<file path="config.mk">
export PLATFORM = sky130hd
export DESIGN_NAME = brtc_top
export DESIGN_NICKNAME = d
export VERILOG_FILES = /design/src/brtc_pkg.sv /design/src/brtc_top.sv
export SDC_FILE = /design/constraint.sdc
export NUM_CORES = 1
export LEC_CHECK = 0
export ABC_CLOCK_PERIOD_IN_PS = 4350
export BUFFER_PORTS_ARGS = -buffer_cell sky130_fd_sc_hd__buf_2
export CAP_MARGIN = 10
export CORE_MARGIN = 8
export CORE_UTILIZATION = 48
export DETAILED_ROUTE_END_ITERATION = 7
export SLEW_MARGIN = 20
export SYNTH_ARGS = -nofsm -noshare
export SYNTH_HDL_FRONTEND = slang
export SYNTH_SLANG_ARGS = --single-unit
</file>
<file path="constraint.sdc">
create_clock -name i_mclk -period 4.35 [get_ports i_mclk]
set_clock_uncertainty 0.1 [all_clocks]
set_input_delay 0.6525 -clock i_mclk [delete_from_list [all_inputs] [get_ports i_mclk]]
set_output_delay 0.6525 -clock i_mclk [all_outputs]
set_load 0.05 [all_outputs]
</file>
<file path="src/brtc_pkg.sv">
package brtc_pkg;

  // bus address of this slave; the value is arbitrary
  localparam logic [6:0] DEV_ADDR = 7'h2a;

  localparam int REG_COUNT = 64;
  localparam logic [5:0] ADDR_SECONDS = 6'h00;
  localparam logic [5:0] ADDR_MINUTES = 6'h01;
  localparam logic [5:0] ADDR_HOURS = 6'h02;
  localparam logic [5:0] ADDR_WEEKDAY = 6'h03;
  localparam logic [5:0] ADDR_DATE = 6'h04;
  localparam logic [5:0] ADDR_MONTH = 6'h05;
  localparam logic [5:0] ADDR_YEAR = 6'h06;
  localparam logic [5:0] ADDR_CONTROL = 6'h07;
  localparam logic [5:0] ADDR_RAM_FIRST = 6'h08;
  localparam logic [5:0] ADDR_RAM_LAST = 6'h3f;
  localparam logic [5:0] PTR_STEP = 6'h01;

  // field positions
  localparam int CLOCK_HALT_BIT = 7;
  localparam int HOUR_MODE_BIT = 6;
  localparam int MERIDIAN_BIT = 5;
  localparam int OUT_LEVEL_BIT = 7;
  localparam int SQW_ENABLE_BIT = 4;
  localparam int RATE_HIGH_BIT = 1;
  localparam int RATE_LOW_BIT = 0;
  localparam int RX_DIR_BIT = 0;
  localparam int TX_MSB = 7;

  // bcd limits
  localparam logic [7:0] SEC_MAX = 8'h59;
  localparam logic [7:0] MIN_MAX = 8'h59;
  localparam logic [7:0] HR24_MAX = 8'h23;
  localparam logic [7:0] HR12_ELEVEN = 8'h11;
  localparam logic [7:0] HR12_TWELVE = 8'h12;
  localparam logic [7:0] HR12_ONE = 8'h01;
  localparam logic [7:0] WDAY_MAX = 8'h07;
  localparam logic [7:0] MON_MAX = 8'h12;
  localparam logic [7:0] YEAR_MAX = 8'h99;
  localparam logic [7:0] BCD_ZERO = 8'h00;
  localparam logic [7:0] BCD_ONE = 8'h01;
  localparam logic [7:0] DAYS_31 = 8'h31;
  localparam logic [7:0] DAYS_30 = 8'h30;
  localparam logic [7:0] DAYS_29 = 8'h29;
  localparam logic [7:0] DAYS_28 = 8'h28;
  localparam logic [4:0] MON_FEB = 5'h02;
  localparam logic [4:0] MON_APR = 5'h04;
  localparam logic [4:0] MON_JUN = 5'h06;
  localparam logic [4:0] MON_SEP = 5'h09;
  localparam logic [4:0] MON_NOV = 5'h11;
  localparam logic [3:0] DIGIT_NINE = 4'h9;
  localparam logic [3:0] DIGIT_STEP = 4'h1;

  // rate select codes
  localparam logic [1:0] RATE_1HZ = 2'h0;
  localparam logic [1:0] RATE_4K = 2'h1;
  localparam logic [1:0] RATE_8K = 2'h2;
  localparam logic [1:0] RATE_32K = 2'h3;

  // divider taps off the 32.768 khz time base
  localparam int DIV_W = 15;
  localparam int TAP_8K = 1;
  localparam int TAP_4K = 2;
  localparam int TAP_1HZ = 14;
  localparam logic [14:0] DIV_LAST = 15'h7fff;
  localparam logic [14:0] DIV_STEP = 15'h0001;

  localparam logic [3:0] BITS_PER_BYTE = 4'h8;
  localparam logic [3:0] BIT_STEP = 4'h1;

  typedef enum logic [2:0] {
    BRTC_IDLE,
    BRTC_ADDR,
    BRTC_PTR,
    BRTC_WDATA,
    BRTC_RDATA,
    BRTC_WAIT
  } brtc_state_t;

  typedef struct packed {
    logic [REG_COUNT-1:0][7:0] mem;
    logic [5:0] ptr;
    brtc_state_t st;
    logic [3:0] bitcnt;
    logic ack_phase;
    logic [7:0] shreg;
    logic sda_oe;
    logic scl_q;
    logic sda_q;
    logic xin_q;
    logic [DIV_W-1:0] div;
    logic sqw;
  } brtc_regs_t;

endpackage

</file>
<file path="src/brtc_top.sv">
`timescale 1ns/1ps
// Operation
// - time and control at 00h to 07h
// - user storage at 08h to 3Fh
// - pointer advances per byte, wraps 3Fh to 00h
// - sec, min, hr, wday, date, month, year, control
// - all time values held in bcd
// - date rolls over by month length, leap february
// - leap compensation valid through 2099
// - halt flag stops time base and counting
// - hours bit 6 high selects 12-hour
// - 12-hour: bit 5 high means afternoon
// - 24-hour: bit 5 is second tens digit
// - control: out level, enable, rate select
// - enable low drives static out level
// - enable high drives oscillator clock, divided except at 32k
// - rates 1 Hz, 4k, 8k, 32k
// - start, address, pointer, sequential until stop
// - power fail aborts, clears pointer, ignores bus
// - timekeeping keeps running under power fail
// - data line open drain, pull low only
// - crystal or external 32.768 kHz time base
// - seven-bit address plus direction bit
// - first write byte loads pointer, rest stored
// - read starts at retained pointer
module brtc_top (
  input wire logic i_mclk,
  input wire logic i_rst,
  input wire logic i_scl,
  input wire logic i_sda_in,
  input wire logic i_crystal_input,
  input wire logic i_power_fail,
  output logic o_sda_out,
  output logic o_sda_oe,
  output logic o_square_wave_pin
);

  brtc_pkg::brtc_regs_t state_r;
  brtc_pkg::brtc_regs_t state_nxt;
  logic zero_r;

  // carry in bit 8, next value below; out-of-range values restart at lo
  function automatic logic [8:0] bcd_inc(input logic [7:0] v, input logic [7:0] top, input logic [7:0] lo);
    logic [8:0] res;
    res = {1'b0, v};
    if (v >= top) begin
      res = {1'b1, lo};
    end else if (v[3:0] >= brtc_pkg::DIGIT_NINE) begin
      res = {1'b0, 4'(v[7:4] + brtc_pkg::DIGIT_STEP), 4'h0};
    end else begin
      res = {1'b0, v[7:4], 4'(v[3:0] + brtc_pkg::DIGIT_STEP)};
    end
    return res;
  endfunction

  // year 00 counts as leap, right for 2000 to 2099
  function automatic logic is_leap(input logic [7:0] yr);
    logic u048;
    logic u26;
    u048 = (yr[3:0] == 4'h0) || (yr[3:0] == 4'h4) || (yr[3:0] == 4'h8);
    u26 = (yr[3:0] == 4'h2) || (yr[3:0] == 4'h6);
    return yr[4] ? u26 : u048;
  endfunction

  function automatic logic [7:0] month_days(input logic [4:0] mon, input logic [7:0] yr);
    logic [7:0] d;
    d = brtc_pkg::DAYS_31;
    if (mon == brtc_pkg::MON_FEB) begin
      d = is_leap(yr) ? brtc_pkg::DAYS_29 : brtc_pkg::DAYS_28;
    end else if (mon == brtc_pkg::MON_APR || mon == brtc_pkg::MON_JUN ||
                 mon == brtc_pkg::MON_SEP || mon == brtc_pkg::MON_NOV) begin
      d = brtc_pkg::DAYS_30;
    end
    return d;
  endfunction

  always_comb begin
    logic halted;
    logic xin_rise;
    logic sec_tick;
    logic start_cond;
    logic stop_cond;
    logic scl_rise;
    logic scl_fall;
    logic carry;
    logic [8:0] inc;
    logic [7:0] hr;
    logic [7:0] ctl;
    logic [7:0] tx;
    halted = 1'b0;
    xin_rise = 1'b0;
    sec_tick = 1'b0;
    start_cond = 1'b0;
    stop_cond = 1'b0;
    scl_rise = 1'b0;
    scl_fall = 1'b0;
    carry = 1'b0;
    inc = 9'h000;
    hr = 8'h00;
    ctl = 8'h00;
    tx = 8'h00;
    state_nxt = state_r;

    // time base: crystal or external clock both arrive on the same input
    state_nxt.xin_q = i_crystal_input;
    halted = state_r.mem[brtc_pkg::ADDR_SECONDS][brtc_pkg::CLOCK_HALT_BIT];
    xin_rise = i_crystal_input & ~state_r.xin_q;
    if (xin_rise && !halted) begin
      state_nxt.div = state_r.div + brtc_pkg::DIV_STEP;
      sec_tick = (state_r.div == brtc_pkg::DIV_LAST);
    end

    // calendar counting; no term looks at the power-fail input here
    if (sec_tick) begin
      inc = bcd_inc({1'b0, state_r.mem[brtc_pkg::ADDR_SECONDS][6:0]}, brtc_pkg::SEC_MAX, brtc_pkg::BCD_ZERO);
      state_nxt.mem[brtc_pkg::ADDR_SECONDS][6:0] = inc[6:0];
      carry = inc[8];
      if (carry) begin
        inc = bcd_inc({1'b0, state_r.mem[brtc_pkg::ADDR_MINUTES][6:0]}, brtc_pkg::MIN_MAX, brtc_pkg::BCD_ZERO);
        state_nxt.mem[brtc_pkg::ADDR_MINUTES][6:0] = inc[6:0];
        carry = inc[8];
      end
      if (carry) begin
        hr = state_r.mem[brtc_pkg::ADDR_HOURS];
        if (hr[brtc_pkg::HOUR_MODE_BIT]) begin
          // 12-hour: bit 5 is meridian, hours 01..12
          if ({3'h0, hr[4:0]} == brtc_pkg::HR12_ELEVEN) begin
            state_nxt.mem[brtc_pkg::ADDR_HOURS][4:0] = brtc_pkg::HR12_TWELVE[4:0];
            state_nxt.mem[brtc_pkg::ADDR_HOURS][brtc_pkg::MERIDIAN_BIT] = ~hr[brtc_pkg::MERIDIAN_BIT];
            carry = hr[brtc_pkg::MERIDIAN_BIT];
          end else if ({3'h0, hr[4:0]} >= brtc_pkg::HR12_TWELVE) begin
            state_nxt.mem[brtc_pkg::ADDR_HOURS][4:0] = brtc_pkg::HR12_ONE[4:0];
            carry = 1'b0;
          end else begin
            inc = bcd_inc({3'h0, hr[4:0]}, brtc_pkg::HR12_TWELVE, brtc_pkg::HR12_ONE);
            state_nxt.mem[brtc_pkg::ADDR_HOURS][4:0] = inc[4:0];
            carry = 1'b0;
          end
        end else begin
          // 24-hour: bit 5 is the twenties digit
          inc = bcd_inc({2'h0, hr[5:0]}, brtc_pkg::HR24_MAX, brtc_pkg::BCD_ZERO);
          state_nxt.mem[brtc_pkg::ADDR_HOURS][5:0] = inc[5:0];
          carry = inc[8];
        end
      end
      if (carry) begin
        inc = bcd_inc({5'h00, state_r.mem[brtc_pkg::ADDR_WEEKDAY][2:0]}, brtc_pkg::WDAY_MAX, brtc_pkg::BCD_ONE);
        state_nxt.mem[brtc_pkg::ADDR_WEEKDAY][2:0] = inc[2:0];
        inc = bcd_inc({2'h0, state_r.mem[brtc_pkg::ADDR_DATE][5:0]},
                      month_days(state_r.mem[brtc_pkg::ADDR_MONTH][4:0], state_r.mem[brtc_pkg::ADDR_YEAR]),
                      brtc_pkg::BCD_ONE);
        state_nxt.mem[brtc_pkg::ADDR_DATE][5:0] = inc[5:0];
        carry = inc[8];
      end
      if (carry) begin
        inc = bcd_inc({3'h0, state_r.mem[brtc_pkg::ADDR_MONTH][4:0]}, brtc_pkg::MON_MAX, brtc_pkg::BCD_ONE);
        state_nxt.mem[brtc_pkg::ADDR_MONTH][4:0] = inc[4:0];
        carry = inc[8];
      end
      if (carry) begin
        inc = bcd_inc(state_r.mem[brtc_pkg::ADDR_YEAR], brtc_pkg::YEAR_MAX, brtc_pkg::BCD_ZERO);
        state_nxt.mem[brtc_pkg::ADDR_YEAR] = inc[7:0];
      end
    end

    // square-wave pin
    ctl = state_r.mem[brtc_pkg::ADDR_CONTROL];
    if (!ctl[brtc_pkg::SQW_ENABLE_BIT]) begin
      state_nxt.sqw = ctl[brtc_pkg::OUT_LEVEL_BIT];
    end else begin
      unique case ({ctl[brtc_pkg::RATE_HIGH_BIT], ctl[brtc_pkg::RATE_LOW_BIT]})
        brtc_pkg::RATE_1HZ: state_nxt.sqw = state_r.div[brtc_pkg::TAP_1HZ];
        brtc_pkg::RATE_4K: state_nxt.sqw = state_r.div[brtc_pkg::TAP_4K];
        brtc_pkg::RATE_8K: state_nxt.sqw = state_r.div[brtc_pkg::TAP_8K];
        brtc_pkg::RATE_32K: state_nxt.sqw = state_r.xin_q & ~halted; // stopped oscillator gives no clock
      endcase
    end

    // serial slave; the master owns clock, start and stop
    state_nxt.scl_q = i_scl;
    state_nxt.sda_q = i_sda_in;
    start_cond = state_r.scl_q && i_scl && state_r.sda_q && !i_sda_in;
    stop_cond = state_r.scl_q && i_scl && !state_r.sda_q && i_sda_in;
    scl_rise = !state_r.scl_q && i_scl;
    scl_fall = state_r.scl_q && !i_scl;
    tx = state_r.mem[state_r.ptr];

    if (i_power_fail) begin
      state_nxt.st = brtc_pkg::BRTC_IDLE;
      state_nxt.ptr = brtc_pkg::ADDR_SECONDS;
      state_nxt.sda_oe = 1'b0;
      state_nxt.ack_phase = 1'b0;
      state_nxt.bitcnt = 4'h0;
    end else if (start_cond) begin
      state_nxt.st = brtc_pkg::BRTC_ADDR;
      state_nxt.bitcnt = 4'h0;
      state_nxt.ack_phase = 1'b0;
      state_nxt.sda_oe = 1'b0;
    end else if (stop_cond) begin
      state_nxt.st = brtc_pkg::BRTC_IDLE;
      state_nxt.ack_phase = 1'b0;
      state_nxt.sda_oe = 1'b0;
    end else if (scl_rise && state_r.st != brtc_pkg::BRTC_IDLE && state_r.st != brtc_pkg::BRTC_WAIT) begin
      if (state_r.ack_phase) begin
        // a high line in the master's ack slot is a nack: stop sending
        if (state_r.st == brtc_pkg::BRTC_RDATA && i_sda_in) begin
          state_nxt.st = brtc_pkg::BRTC_WAIT;
        end
      end else begin
        if (state_r.st != brtc_pkg::BRTC_RDATA) begin
          state_nxt.shreg = {state_r.shreg[6:0], i_sda_in};
        end
        state_nxt.bitcnt = 4'(state_r.bitcnt + brtc_pkg::BIT_STEP);
      end
    end else if (scl_fall) begin
      if (state_r.ack_phase) begin
        state_nxt.ack_phase = 1'b0;
        state_nxt.bitcnt = 4'h0;
        if (state_r.st == brtc_pkg::BRTC_RDATA) begin
          state_nxt.shreg = tx;
          state_nxt.sda_oe = ~tx[brtc_pkg::TX_MSB];
          state_nxt.ptr = 6'(state_r.ptr + brtc_pkg::PTR_STEP);
        end else begin
          state_nxt.sda_oe = 1'b0;
        end
      end else if (state_r.bitcnt == brtc_pkg::BITS_PER_BYTE) begin
        state_nxt.bitcnt = 4'h0;
        unique case (state_r.st)
          brtc_pkg::BRTC_ADDR: begin
            if (state_r.shreg[7:1] == brtc_pkg::DEV_ADDR) begin
              state_nxt.sda_oe = 1'b1;
              state_nxt.ack_phase = 1'b1;
              state_nxt.st = state_r.shreg[brtc_pkg::RX_DIR_BIT] ? brtc_pkg::BRTC_RDATA : brtc_pkg::BRTC_PTR;
            end else begin
              state_nxt.st = brtc_pkg::BRTC_WAIT;
            end
          end
          brtc_pkg::BRTC_PTR: begin
            state_nxt.ptr = state_r.shreg[5:0];
            state_nxt.sda_oe = 1'b1;
            state_nxt.ack_phase = 1'b1;
            state_nxt.st = brtc_pkg::BRTC_WDATA;
          end
          brtc_pkg::BRTC_WDATA: begin
            // a bus write in the same cycle as a tick overrides the count
            state_nxt.mem[state_r.ptr] = state_r.shreg;
            state_nxt.ptr = 6'(state_r.ptr + brtc_pkg::PTR_STEP);
            state_nxt.sda_oe = 1'b1;
            state_nxt.ack_phase = 1'b1;
          end
          brtc_pkg::BRTC_RDATA: begin
            state_nxt.sda_oe = 1'b0;
            state_nxt.ack_phase = 1'b1;
          end
          default: begin
            state_nxt.sda_oe = 1'b0;
          end
        endcase
      end else if (state_r.st == brtc_pkg::BRTC_RDATA && state_r.bitcnt != 4'h0) begin
        state_nxt.shreg = {state_r.shreg[6:0], 1'b0};
        state_nxt.sda_oe = ~state_r.shreg[6];
      end
    end
  end

  always_ff @(posedge i_mclk) begin
    if (i_rst) begin
      state_r <= '0;
      zero_r <= 1'b0;
    end else begin
      state_r <= state_nxt;
      zero_r <= 1'b0;
    end
  end

  // the line is only ever pulled low, the high level comes from the pull-up
  assign o_sda_out = zero_r;
  assign o_sda_oe = state_r.sda_oe;
  assign o_square_wave_pin = state_r.sqw;

endmodule // brtc_top

</file>
==> out/qor.yml <==
cts:
  clock-sinks: 554
  clk_pin_slew_worst_paths_ns: 0.06
  numCtsBuffers: 59
  htreeDepth: 2
  cts-root-buf: "clkbuf_16"
  post_cts_resize_count: 0
  insertion_delay_ns: 0.65
  hold_buffers: 0
  cts_tree: "done"
  post_cts_buffers: 0
  clockBufferDepth: 3
yosys:
  syn_nets: 3414
  async_flop_share_pct: 0
  synth_cell_type_count: 79
  yosysTopAreaCell: "dfxtp_1"
  netlist_area_sq_um: 26200
  ys_seq_area_share_pct: 42.33
  ys_ff_latch: 554
  synth_top_area_share_pct: 42.33
  synthCells: 3366
  yosys_warnings: 0
  synth_enable_flop_cells: 0
  synthFlopType: "dfxtp_1"
  synth_area_leaders: "dfxtp_1 42%, nand2_1 14%, a21oi_1 9.9%"
  postSynthAreaPerCell_sq_um: 7.783
setup_path:
  critPathArrivalTime_ns: 4.49
  critPathMaxFanout: 14
  crit_type: "register to register"
  cp-end-kind: "register"
  crit_path_start_kind: "register"
  cp.required_ns: 4.81
final_layout:
  design_area_sq_um: 29210
  fillers: 5015
  drive_above_1_share_pct: 10.36
  area_growth_pct: 11.50
  fin_nets: 3360
  antennaDiodeCount: 0
pwr:
  pwr-share-clk_pct: 50.9
  comb_power_share_pct: 1.2
  power_leakage_nw: 9.593
  intPower_mw: 8.310
  p_sw_mw: 2.294
  p_total_mw: 10.60
  netSwitchingFraction_pct: 21.64
  ir_drop_uv: 318.0
  cellPowerDensity_nw_per_um2: 363.0
  seqPwrFrac_pct: 47.9
drt:
  wire_per_inst_microns: 23.91
  drt_wl_total_microns: 96920
  vias: 25460
  firstDrtPassIters: 7
  drcViolationCount: 0
  drt_iter0_markers: 3119
  ant_nets: 0
  vias_per_cell: 6.279
timing:
  finalCriticalPeriod_ns: 4.030
  fmax_ghz: 0.2481
  relSlewSlack_pct: 29.49
  setup_tns_ns: 0
  setup-violations-final: 0
  drv_slew: 0
  final-hold-violation-count: 0
  period_share_pct: 92.64
  rsz0062_at_grt: "false"
  tightest_slew_ns: 1.058
placement:
  placed_area_sq_um: 27150
  io_buffers: 7
  gp_congestion: 0.9661
  dp.final_hpwl_microns: 61750
global_route:
  grt_max_degree: 168
  grt_antenna_before_repair: 1
  grt_pass1_vias: 23660
  grt_usage_pct: 29.73
  grt_pass1_wl_microns: 146400
  grt-ovfl-total: 0
die:
  core_area_sq_um: 53920
  rows: 85
  die_area_sq_um: 62310
  start_util_pct: 48.59
  ios: 9
  die_y_microns: 249.6
  die-width_microns: 249.6
status:
  outcome: "complete, no violations"
worst_hold_path:
  hp-class: "primary input to register"
run:
  maxCapViolations: 0
-- path summary, 6_finish.rpt --
kind,from,to,slack (ns),cells past startpoint
min reg2reg,state_r[527],state_r[527],0.35,2
min,i_crystal_input,state_r[16],0.19,2
max,state_r[90],state_r[95],0.32,14
max reg2reg,state_r[90],state_r[95],0.32,14
-- critical path, cell delays in order, from the launching register on --
cell	delay (ns)
dfxtp_1	0.45
inv_1	0.13
ha_1	0.22
nand3b_1	0.08
o21ai_0	0.10
a2111oi_0	0.43
a31oi_1	0.08
ha_1	0.28
or4b_1	0.53
a211o_1	0.30
o211ai_1	0.18
or4_1	0.52
nand2b_1	0.23
a211oi_1	0.09
nor3_1	0.22
-- logic make-up after synthesis --
kind of cell               synth area share (%)
DFF                                       42.33
xor gates and xnor gates                 0.8024
and+or+nand+nor                           22.97
muxes                                     8.253
other                                   0.01431
buffers and inverters                     4.184
AOI/OAI and AO/OA                         19.44
adders and majority gates                 2.006
-- layer usage --
metal | routed length (microns) | global-route usage (%) | share of wire (%) | up-vias
met4 | 4184 | 13.01 | 4.3 | 0
met5 | 0 | 0 | 0 | -
met2 | 42550 | 45.40 | 44 | 1396
met3 | 9640 | 5.674 | 9.9 | 264
met1 | 40550 | 40.59 | 42 | 12230
li1 | - | - | - | 11570
-- sequential cells by signal (all words and copies together), names as in the netlist --
signal,count
state_r,552
o_square_wave_pin,1
o_sda_oe,1
-- cells in the final DEF, fill, tap and decap left out, types with 9 or more instances in the layout --
| cell type | Yosys | routed |
|---|---|---|
| nor2b_1 | 18 | 14 |
| mux2_2 | 52 | 52 |
| a221oi_1 | 66 | 66 |
| mux4_2 | 38 | 38 |
| and2_1 | 10 | 10 |
| and3_1 | 11 | 11 |
| a22oi_1 | 35 | 35 |
| nand4_1 | 13 | 13 |
| clkbuf_8 | 0 | 12 |
| nand2_1 | 1000 | 1000 |
| nand3_1 | 93 | 93 |
| a21oi_1 | 516 | 516 |
| buf_4 | 1 | 111 |
| dfxtp_1 | 554 | 543 |
| a221o_1 | 9 | 9 |
| clkbuf_1 | 185 | 14 |
| inv_1 | 40 | 40 |
| xor2_1 | 15 | 15 |
| clkbuf_16 | 0 | 60 |
| mux2i_1 | 72 | 72 |
| nor4_1 | 9 | 9 |
| nor2_1 | 205 | 200 |
| or2_2 | 9 | 9 |
| ha_1 | 42 | 42 |
| o21ai_0 | 65 | 65 |
| o22ai_1 | 34 | 34 |
| xnor2_1 | 9 | 9 |
| nor3_1 | 28 | 28 |
| a31oi_1 | 20 | 20 |
| a211oi_1 | 22 | 22 |
| a22o_1 | 10 | 10 |
-- final cells by class --
type / count / area, sq um / share of cell area (%)
Clock buffer: 86 / 1719 / 5.885
Clock inverter: 21 / 344.1 / 1.178
Inverter: 42 / 157.7 / 0.5397
Multi-Input combinational cell: 2533 / 14050 / 48.10
Sequential cell: 554 / 11110 / 38.04
Tap cell: 696 / 870.8 / 2.981
Timing Repair Buffer: 122 / 958.4 / 3.281
-- metrics by stage --
stage | utilization (%) | cells | worst slack [ns] | hold WS [ns]
floorplan | - | 3366 | 0.9362 | 0.3284
global placement | 50.34 | 3947 | 0.4657 | 0.3343
detailed placement | 50.35 | 3947 | 0.4462 | 0.3421
CTS | 54.18 | 4054 | 0.4270 | 0.1690
global route | 54.18 | 4054 | 0.1677 | 0.1934
finish | 54.18 | 4054 | 0.3201 | 0.1947
-- Yosys cell counts, drive strengths merged (5+ instances only) --
cell and instances:
a211oi 23, a21oi 516, a221o 9, a221oi 66
a22o 10, a22oi 35, a31oi 21, a41oi 5
and2 10, and3 11, buf 52, clkbuf 185
dfxtp 554, ha 42, inv 40, mux2 52
mux2i 72, mux4 38, nand2 1000, nand2b 8
nand3 93, nand3b 8, nand4 14, nor2 205
nor2b 18, nor3 32, nor3b 6, nor4 11
o211ai 7, o21ai 73, o22ai 34, o31a 5
o31ai 7, or2 9, xnor2 9, xor2 15
-- power groups by stage --
stage | Clock [mW] | Sequential (mW) | Combinational, mW
finish | 5.40 | 5.08 | 0.125
global route | 5.67 | 5.08 | 0.133
CTS | 5.46 | 5.08 | 0.123
detailed placement | 0 | 5.19 | 0.122
global placement | 0 | 5.19 | 0.122
floorplan | 0 | 5.19 | 0.0911
Note: power is estimated with default switching activity, not from simulation.
